**src/core/sks_params.svh**
```systemverilog
// timing, width and coding constants for the spin knob speed encoder
`ifndef SKS_PARAMS_SVH
`define SKS_PARAMS_SVH
`define SKS_CLK_HZ 40000000
`define SKS_WINDOW_MS 100
`define SKS_STROBE_MS 20
`define SKS_WINDOW_CYC ((`SKS_CLK_HZ / 1000) * `SKS_WINDOW_MS)
`define SKS_STROBE_CYC ((`SKS_CLK_HZ / 1000) * `SKS_STROBE_MS)
`define SKS_TMR_W 23
`define SKS_CNT_W 4
`define SKS_CNT_MAX 4'hF
`define SKS_CNT_ZERO 4'h0
`define SKS_TMR_ZERO 23'h000000
`define SKS_TMR_ONE 23'h000001
`define SKS_RET_W 8
`define SKS_RET_IDLE 8'h00
`define SKS_RET_ONE 8'h01
`define SKS_MSB 3
`endif

```
**src/core/sks_pkg.sv**
```systemverilog
// types for the spin knob speed encoder
package sks_pkg;
    typedef enum logic [1:0] {
        SKS_IDLE,
        SKS_WINDOW,
        SKS_STROBE
    } sks_state_t;

    typedef struct packed {
        logic phase_a;
        logic phase_b;
    } sks_quad_t;

    typedef struct packed {
        logic scan_line_zero;
        logic scan_line_one;
        logic scan_line_two;
        logic scan_line_three;
    } sks_scan_t;
endpackage

```
**src/core/sks_encoder.sv**
```systemverilog
// spin knob speed and direction encoder toward the keyboard scan controller
`timescale 1ns/10ps
`default_nettype none
`include "sks_params.svh"
module sks_encoder #(
    parameter int unsigned WINDOW_CYCLES = `SKS_WINDOW_CYC,
    parameter int unsigned STROBE_CYCLES = `SKS_STROBE_CYC
) (
    input wire logic sys_clk_i,
    input wire logic srst_i,
    input wire logic clk_en_i,
    input wire sks_pkg::sks_quad_t quad_i,
    input wire sks_pkg::sks_scan_t scan_i,
    output logic [`SKS_RET_W-1:0] key_return_lines_o,
    output logic knob_moved_strobe_o,
    output logic turn_direction_flag_o,
    output logic move_pulse_o,
    output logic dir_pulse_o
);
    // durations beyond the timer width would be cut; keep them below 2^23
    localparam logic [`SKS_TMR_W-1:0] WIN_CYC = `SKS_TMR_W'(WINDOW_CYCLES);
    localparam logic [`SKS_TMR_W-1:0] STB_CYC = `SKS_TMR_W'(STROBE_CYCLES);

    sks_pkg::sks_quad_t sync1, sync2, prev;
    sks_pkg::sks_state_t state, next_state;
    logic [`SKS_TMR_W-1:0] timer, next_timer;
    logic [`SKS_CNT_W-1:0] speed_counter, next_speed_counter;
    logic [`SKS_CNT_W-1:0] final_count, next_final_count;
    logic [`SKS_RET_W-1:0] next_ret;
    logic next_strobe, next_dir, next_move, next_dirp;
    logic edge_a, edge_b, move, cw;

    // two-stage synchroniser; sync1 feeds only sync2
    always_ff @(posedge sys_clk_i) begin
        if (srst_i) begin
            sync1 <= '0;
            sync2 <= '0;
            prev <= '0;
        end else if (clk_en_i) begin
            sync1 <= quad_i;
            sync2 <= sync1;
            prev <= sync2;
        end
    end

    // edge pulses and quadrature direction
    always_comb begin
        edge_a = sync2.phase_a ^ prev.phase_a;
        edge_b = sync2.phase_b ^ prev.phase_b;
        move = edge_a | edge_b;
        // clockwise when a leads b by a quarter turn
        cw = edge_a ? (sync2.phase_a ^ sync2.phase_b) :
                      ~(sync2.phase_a ^ sync2.phase_b);
    end

    // window, counter and strobe sequencing
    always_comb begin
        next_state = state;
        next_timer = timer;
        next_speed_counter = speed_counter;
        next_final_count = final_count;
        next_strobe = 1'b0;
        next_move = move;
        next_dirp = move & cw;
        next_dir = move ? cw : turn_direction_flag_o;
        case (state)
            sks_pkg::SKS_IDLE: begin
                if (move) begin
                    next_state = sks_pkg::SKS_WINDOW;
                    next_timer = WIN_CYC - `SKS_TMR_ONE;
                    next_speed_counter = `SKS_CNT_ZERO + 4'h1;
                end
            end
            sks_pkg::SKS_WINDOW: begin
                if (move && speed_counter != `SKS_CNT_MAX) begin
                    next_speed_counter = speed_counter + 4'h1;
                end
                if (timer == `SKS_TMR_ZERO) begin
                    next_state = sks_pkg::SKS_STROBE;
                    next_timer = STB_CYC - `SKS_TMR_ONE;
                    next_final_count = next_speed_counter;
                    next_strobe = 1'b1;
                end else begin
                    next_timer = timer - `SKS_TMR_ONE;
                end
            end
            sks_pkg::SKS_STROBE: begin
                // movement during the strobe is not counted or queued
                if (timer == `SKS_TMR_ZERO) begin
                    next_state = sks_pkg::SKS_IDLE;
                    next_speed_counter = `SKS_CNT_ZERO;
                end else begin
                    next_timer = timer - `SKS_TMR_ONE;
                    next_strobe = 1'b1;
                end
            end
            default: begin
                next_state = sks_pkg::SKS_IDLE;
            end
        endcase
    end

    // return line coding, combinational on current scan lines
    always_comb begin
        next_ret = `SKS_RET_IDLE;
        if (state == sks_pkg::SKS_STROBE) begin
            if (!final_count[`SKS_MSB] && scan_i.scan_line_zero) begin
                next_ret = `SKS_RET_ONE << final_count[2:0];
            end
            if (final_count[`SKS_MSB] && scan_i.scan_line_one) begin
                next_ret = `SKS_RET_ONE << final_count[2:0];
            end
        end
    end

    // registers; the return lines lag the scan lines by one clock
    always_ff @(posedge sys_clk_i) begin
        if (srst_i) begin
            state <= sks_pkg::SKS_IDLE;
            timer <= `SKS_TMR_ZERO;
            speed_counter <= `SKS_CNT_ZERO;
            final_count <= `SKS_CNT_ZERO;
            key_return_lines_o <= `SKS_RET_IDLE;
            knob_moved_strobe_o <= 1'b0;
            turn_direction_flag_o <= 1'b0;
            move_pulse_o <= 1'b0;
            dir_pulse_o <= 1'b0;
        end else if (clk_en_i) begin
            state <= next_state;
            timer <= next_timer;
            speed_counter <= next_speed_counter;
            final_count <= next_final_count;
            key_return_lines_o <= next_ret;
            knob_moved_strobe_o <= next_strobe;
            turn_direction_flag_o <= next_dir;
            move_pulse_o <= next_move;
            dir_pulse_o <= next_dirp;
        end
    end
endmodule
`default_nettype wire

```
**config.mk**
```make
export PLATFORM = sky130hd
export DESIGN_NAME = sks_encoder
export DESIGN_NICKNAME = d
export VERILOG_FILES = /design/src/core/sks_pkg.sv /design/src/core/sks_encoder.sv
export VERILOG_INCLUDE_DIRS = /design/src /design/src/core
export SDC_FILE = /design/constraint.sdc
export NUM_CORES = 1
export LEC_CHECK = 0
export BUFFER_PORTS_ARGS = -buffer_cell sky130_fd_sc_hd__clkbuf_2
export CAP_MARGIN = 10
export CORE_UTILIZATION = 54
export DETAILED_ROUTE_END_ITERATION = 6
export PLACE_DENSITY = 0.76
export SKIP_LAST_GASP = 1
export SYNTH_ARGS = -nofsm -noshare
export SYNTH_HDL_FRONTEND = slang
export SYNTH_SLANG_ARGS = --single-unit
```
**constraint.sdc**
```tcl
create_clock -name sys_clk_i -period 2.4 [get_ports sys_clk_i]
set_input_delay 0.36 -clock sys_clk_i [delete_from_list [all_inputs] [get_ports sys_clk_i]]
set_output_delay 0.36 -clock sys_clk_i [all_outputs]
set_load 0.01 [all_outputs]
```
==> results.sh, run 1 <==
export IMPL_status="complete, no violations"
export IMPL_drt_pass1_iter_count=4
export IMPL_cts_repair_resized=0
export IMPL_routed_wl_mm=6.952
export IMPL_synth_top_area_share_pct=35.96
export IMPL_finalMaxSlewViolations=0
export IMPL_clockBufferDepth=2
export IMPL_synth_flop_cell="dfxtp_1"
export IMPL_cts_tree="yes"
export IMPL_grt_ovfl_total=0
export IMPL_utilization_pct=64.08
export IMPL_antenna_found_initial=0
export IMPL_start_kind="register"
export IMPL_ant_nets=0
export IMPL_yosysSeqAreaShare_pct=35.96
export IMPL_netlist_area_um2=2839
export IMPL_postSynth_asyncResetShare_pct=0
export IMPL_vias_per_cell=6.104
export IMPL_drive_gt1_share_pct=18.60
export IMPL_n_fill_cell=458
export IMPL_place_congestion=1.003
export IMPL_critPathRequiredTime_ps=2590
export IMPL_area_growth_pct=14.54
export IMPL_reg2reg_depth=6
export IMPL_avgSynthCellArea_um2=8.375
export IMPL_worst_pin_slew_ps=501.7
export IMPL_hpwl_mm=5.010
export IMPL_synthTopCellsByArea="dfxtp_1, nor2_1, a21oi_1, ha_1, mux2i_1"
export IMPL_syn_nets=356
export IMPL_ctsRootBufferMaster="clkbuf_8"
export IMPL_min_from="quad_i[1]"
export IMPL_clock_sinks=51
export IMPL_dr_total_vias=2692
export IMPL_setup_viol=0
export IMPL_path_clk_slew_ps=90
export IMPL_critPathLaunch="timer[14]"
export IMPL_drc_errors=0
export IMPL_core_area_um2=5075
export IMPL_die_h_um=74.51
export IMPL_finalHoldViolCount=0
export IMPL_fp_dieW_um=74.51
export IMPL_synthCells=339
export IMPL_critPathKind="reg2reg"
export IMPL_cp_arrival_ps=2500
export IMPL_power_density_nw_per_um2=716.9
export IMPL_first_global_vias=2449
export IMPL_slew_headroom_pct=66.33
export IMPL_synth_seq_cells=51
export IMPL_reg2reg_from="timer[14]"
export IMPL_grt_max_degree=24
export IMPL_rows=26
export IMPL_cts_hold_buffers=0
export IMPL_fp_dieArea_um2=5551
export IMPL_final_nets=388
export IMPL_min_period_over_period_pct=96.03
export IMPL_htreeDepth=2
export IMPL_cp_end_kind="register"
export IMPL_hp_class="in2reg"
export IMPL_yosysTopAreaCell="dfxtp_1"
export IMPL_wl_per_cell_um=15.76
export IMPL_initial_core_util_pct=55.94
export IMPL_diodes=0
export IMPL_portBuffers=18
export IMPL_holdPathStages=3
export IMPL_grt_pass1_wl_mm=11.45
export IMPL_yosysWarnings=0
export IMPL_whs_ps=286.8
export IMPL_final_setup_skew_ps=6.889
export IMPL_clock_latency_ps=310
export IMPL_cts_setup_buffers=0
export IMPL_rsz0062_at_grt="true"
export IMPL_maxCapViolations=0
export IMPL_leakage_uw=0.001274
export IMPL_fin_crit_ps=2305
export IMPL_synth_edff_count=0
export IMPL_vdd_drop_max_uv=540.7
export IMPL_grtUsageTotal_pct=26.89
export IMPL_numCtsBuffers=5
export IMPL_synthDistinctLibCells=53
export IMPL_cp_max_fo=8
export IMPL_max_freq_mhz=433.9
export IMPL_ioPinCount=21
export IMPL_drt_iter0_markers=188
[metrics by stage]
step                TNS (ps)  worst slack [ps]  area (um^2)  power [uW]  cells
finish                     0             95.28         3252        2331    441
global route          -73.43            -73.43         3252        2459    441
CTS                        0             58.93         3246        2312    441
detailed placement         0             83.43         3139        1732    434
global placement           0             106.8         3139        1711    434
floorplan                  0             37.34         2839        1474    339
[Yosys cell counts (4+ instances only)]
master    instances
a211oi_1         12
a21oi_1          28
a22oi_1           6
and2_1            4
clkbuf_1         15
dfxtp_1          51
ha_1              8
inv_1            13
mux2i_1          10
nand2_1          13
nand3_1           6
nand4_1           7
nor2_1           42
nor3_1           13
nor3b_1           5
nor4_1            5
nor4_2            6
o211ai_1          5
o21ai_0          15
o31ai_1           9
or3_1             9
[per-layer routing]
layer	vias to the layer above	GRT usage, %	wire length (um)
met2	78	41.64	3247
met1	1274	37.32	3280
met5	-	0	0
li1	1331	-	-
met4	0	10.06	83
met3	9	4.743	340
[critical path, stage by stage (launching register included)]
cell	delay [ps]
dfxtp_1	320
or4_1	560
buf_4	190
nor3_2	370
a21oi_1	260
o311ai_0	380
o41ai_1	120
[registers in the layout (all words and copies together) (netlist names), 2 cells and up]
name	cells
sync2	2
key_return_lines_o	8
sync1	2
final_count	4
state	2
timer	23
speed_counter	4
prev	2
[logic make-up after synthesis]
kind of cell / count (synthesis) / synth area share (%)
xor gates and xnor gates: 5 / 1.543
muxes: 13 / 4.716
buffers and inverters: 33 / 4.980
adders and majority gates: 8 / 3.526
and+or+nand+nor: 126 / 24.15
DFF: 51 / 35.96
AOI/OAI and AO/OA: 103 / 25.12
[cell usage in the layout, fill, tap and decap left out, types with 9 or more instances in the layout]
cell and instances:
o31ai_1 9, buf_4 26, nand2_1 13, o21ai_0 15, mux2i_1 10, nor3_1 13
nor2_1 42, clkbuf_2 18, a211oi_1 12, dfxtp_1 51, a21oi_1 28, inv_1 13
[layout make-up]
type	count	area, um^2	share of cell area [%]
sequential	51	1021	31.40
multi-input combinational	255	1683	51.75
clock inverter	2	37.54	1.154
tap	70	87.58	2.693
clock buffer	5	68.82	2.116
timing repair buffer	45	305.3	9.388
inverter	13	48.80	1.501
[path summary, 6_finish.rpt]
check | to | slack [ps]
hold reg to reg | key_return_lines_o[7] | 460
setup reg to reg | speed_counter[1] | 100
hold / removal | sync1[1] | 290
setup / recovery | speed_counter[1] | 100
[power by group]
group          internal, uW  switching, uW  leakage [uW]
registers               889           46.3      0.000414
clock network           305            285     0.0000502
logic                   314            492      0.000810
Note: power is estimated with default switching activity, not from simulation.
==> run 2: changes to the inputs <==
Settings changed: PLACE_DENSITY 0.76 to 0.85.
==> run 2 against run 1 <==
Worst setup slack improved by 15 ps. Hold slack worse by 13 ps. Final area rose by 1.1%. Critical path depth is 1 higher. Count of clock-buffer cells in the layout rose by 1. Critical endpoint is now timer[8]. Register-to-register slack hardly changed. Clock power down 17%. First-iteration DRC count up 57%. Utilization up 0.69 points. Sequential power about the same. Global-route usage fell by 0.81 points.
==> results.sh, run 2 (synthesis results as in run 1) <==
export IMPL_die_h_um=74.51
export IMPL_initial_core_util_pct=55.94
export IMPL_largest_reg_flops=23
export IMPL_status="complete, no violations"
export IMPL_slew_headroom_pct=64.14
export IMPL_finalMaxSlewViolations=0
export IMPL_grt_ovfl_total=0
export IMPL_rows=26
export IMPL_routed_wl_mm=6.951
export IMPL_max_freq_mhz=436.7
export IMPL_area_growth_pct=15.78
export IMPL_ioPinCount=21
export IMPL_internal_power_uw=1436
export IMPL_ant_nets=0
export IMPL_rsz0062_at_grt="true"
export IMPL_numCtsBuffers=5
export IMPL_min_period_over_period_pct=95.41
export IMPL_worst_path_max_delay_cell="or4_1"
export IMPL_min_from="quad_i[0]"
export IMPL_critPathKind="reg2reg"
export IMPL_utilization_pct=64.77
export IMPL_final_cell_mix="dfxtp_1, nor2_1, buf_4"
export IMPL_wl_per_cell_um=15.59
export IMPL_dr_total_vias=2771
export IMPL_cp_top_family="simple AND/OR/NAND/NOR gates"
export IMPL_hpwl_mm=4.834
export IMPL_cp_max_fo=13
export IMPL_leakage_uw=0.001300
export IMPL_cts_setup_buffers=0
export IMPL_antenna_found_initial=0
export IMPL_clock_sinks=51
export IMPL_cp_end_kind="register"
export IMPL_crit_buf_inv=2
export IMPL_largest_register="timer"
export IMPL_top_regs="timer x23, key_return_lines_o x8"
export IMPL_drc_errors=0
export IMPL_cpPeakStageDelay_ps=580
export IMPL_fp_dieArea_um2=5551
export IMPL_worst_pin_slew_ps=534.3
export IMPL_fin_crit_ps=2290
export IMPL_first_global_vias=2430
export IMPL_whs_ps=273.8
export IMPL_n_fill_cell=424
export IMPL_htreeDepth=2
export IMPL_dp_worst_setup_slack_ps=65.09
export IMPL_grt_max_degree=22
export IMPL_start_kind="register"
export IMPL_worstPathCellList="or4_1 -> or3_4 -> buf_4 -> o31ai_4 -> buf_12 -> o21ai_0 -> a211oi_1"
export IMPL_finalHoldViolCount=0
export IMPL_vias_per_cell=6.213
export IMPL_grt_pass1_wl_mm=11.14
export IMPL_vdd_drop_max_uv=520.1
export IMPL_diodes=0
export IMPL_hp_class="in2reg"
export IMPL_critPathLaunch="timer[14]"
export IMPL_drt_iter0_markers=295
export IMPL_p_sw_uw=851.3
export IMPL_final_setup_skew_ps=9.609
export IMPL_seq_power_share_pct=41.0
export IMPL_critPathRequiredTime_ps=2630
export IMPL_power_frac_comb_pct=37.5
export IMPL_drive_gt1_share_pct=19.41
export IMPL_cts_tree="yes"
export IMPL_grtUsageTotal_pct=26.08
export IMPL_clock_power_share_pct=21.5
export IMPL_clock_latency_ps=320
export IMPL_place_congestion=0.9223
export IMPL_maxCapViolations=0
export IMPL_clockBufferDepth=2
export IMPL_drt_pass1_iter_count=5
export IMPL_ctsRootBufferMaster="clkbuf_8"
export IMPL_power_density_nw_per_um2=695.8
export IMPL_reg2reg_from="timer[14]"
export IMPL_cp_arrival_ps=2520
export IMPL_mostFrequentLayoutCell="dfxtp_1"
export IMPL_fin_ws_ps=110.1
export IMPL_setup_viol=0
export IMPL_final_nets=392
export IMPL_path_clk_slew_ps=100
export IMPL_core_area_um2=5075
export IMPL_netSwitchingFraction_pct=37.22
export IMPL_fp_dieW_um=74.51
export IMPL_portBuffers=18
==> run 2: cell count changes in the layout (fill, tap and decap cells not counted), sizes merged <==
cell / delta
bufinv: -1
buf: +4
clkbuf: +1
clkinv: +1
==> run 2: area by class of cell <==
class,instances,area (um^2),share of cell area (%)
clock buffers,6,72.57,2.208
multi-input cells,255,1697,51.62
inverters,13,48.80,1.485
repair buffers,49,347.8,10.58
well taps,70,87.58,2.665
flip-flops and latches,51,1021,31.06
clock inverters,2,12.51,0.3807
==> run 2: tightest hold or removal path, stage by stage <==
cell,delay (ps)
clkbuf_2,80
mux2i_1,50
nor2_1,70
==> run 2: worst paths after layout <==
check                                        endpoint  slack [ps]  cells after the start
worst min-delay path                         sync1[0]         270                      3
worst max-delay path                         timer[8]         110                      7
worst min register to register  key_return_lines_o[7]         470                      2
worst max register to register               timer[8]         110                      7
==> run 2: per-stage QoR <==
stage / instance area, um^2 / total power, uW / setup TNS (ps) / std cells
finish: 3287 / 2287 / 0 / 446
detailed placement: 3182 / 1763 / 0 / 438
floorplan: 2839 / 1474 / 0 / 339
global placement: 3182 / 1732 / 0 / 438
CTS: 3267 / 2248 / 0 / 446
global route: 3287 / 2403 / -16.38 / 446
==> run 2: layer usage <==
layer	global-route usage, %	wire length [um]	share of wire [%]
met5	0	0	0
met4	11.11	243	3.5
met1	34.19	3055	44
met3	4.607	455	6.5
met2	42.14	3197	46
==> run 2: power by group through the flow <==
stage | logic (uW) | registers (uW) | clock network, uW
after floorplan | 529 | 945 | 0
after global placement | 782 | 950 | 0
after detailed placement | 810 | 953 | 0
after CTS | 819 | 934 | 495
after global routing | 921 | 946 | 536
final | 857 | 938 | 492
==> run 2: what timing repair did <==
item                                    in CTS  in global routing
resized for setup                            0                  3
endpoints found under the setup margin       0                 11
hold buffers                                 0                  0
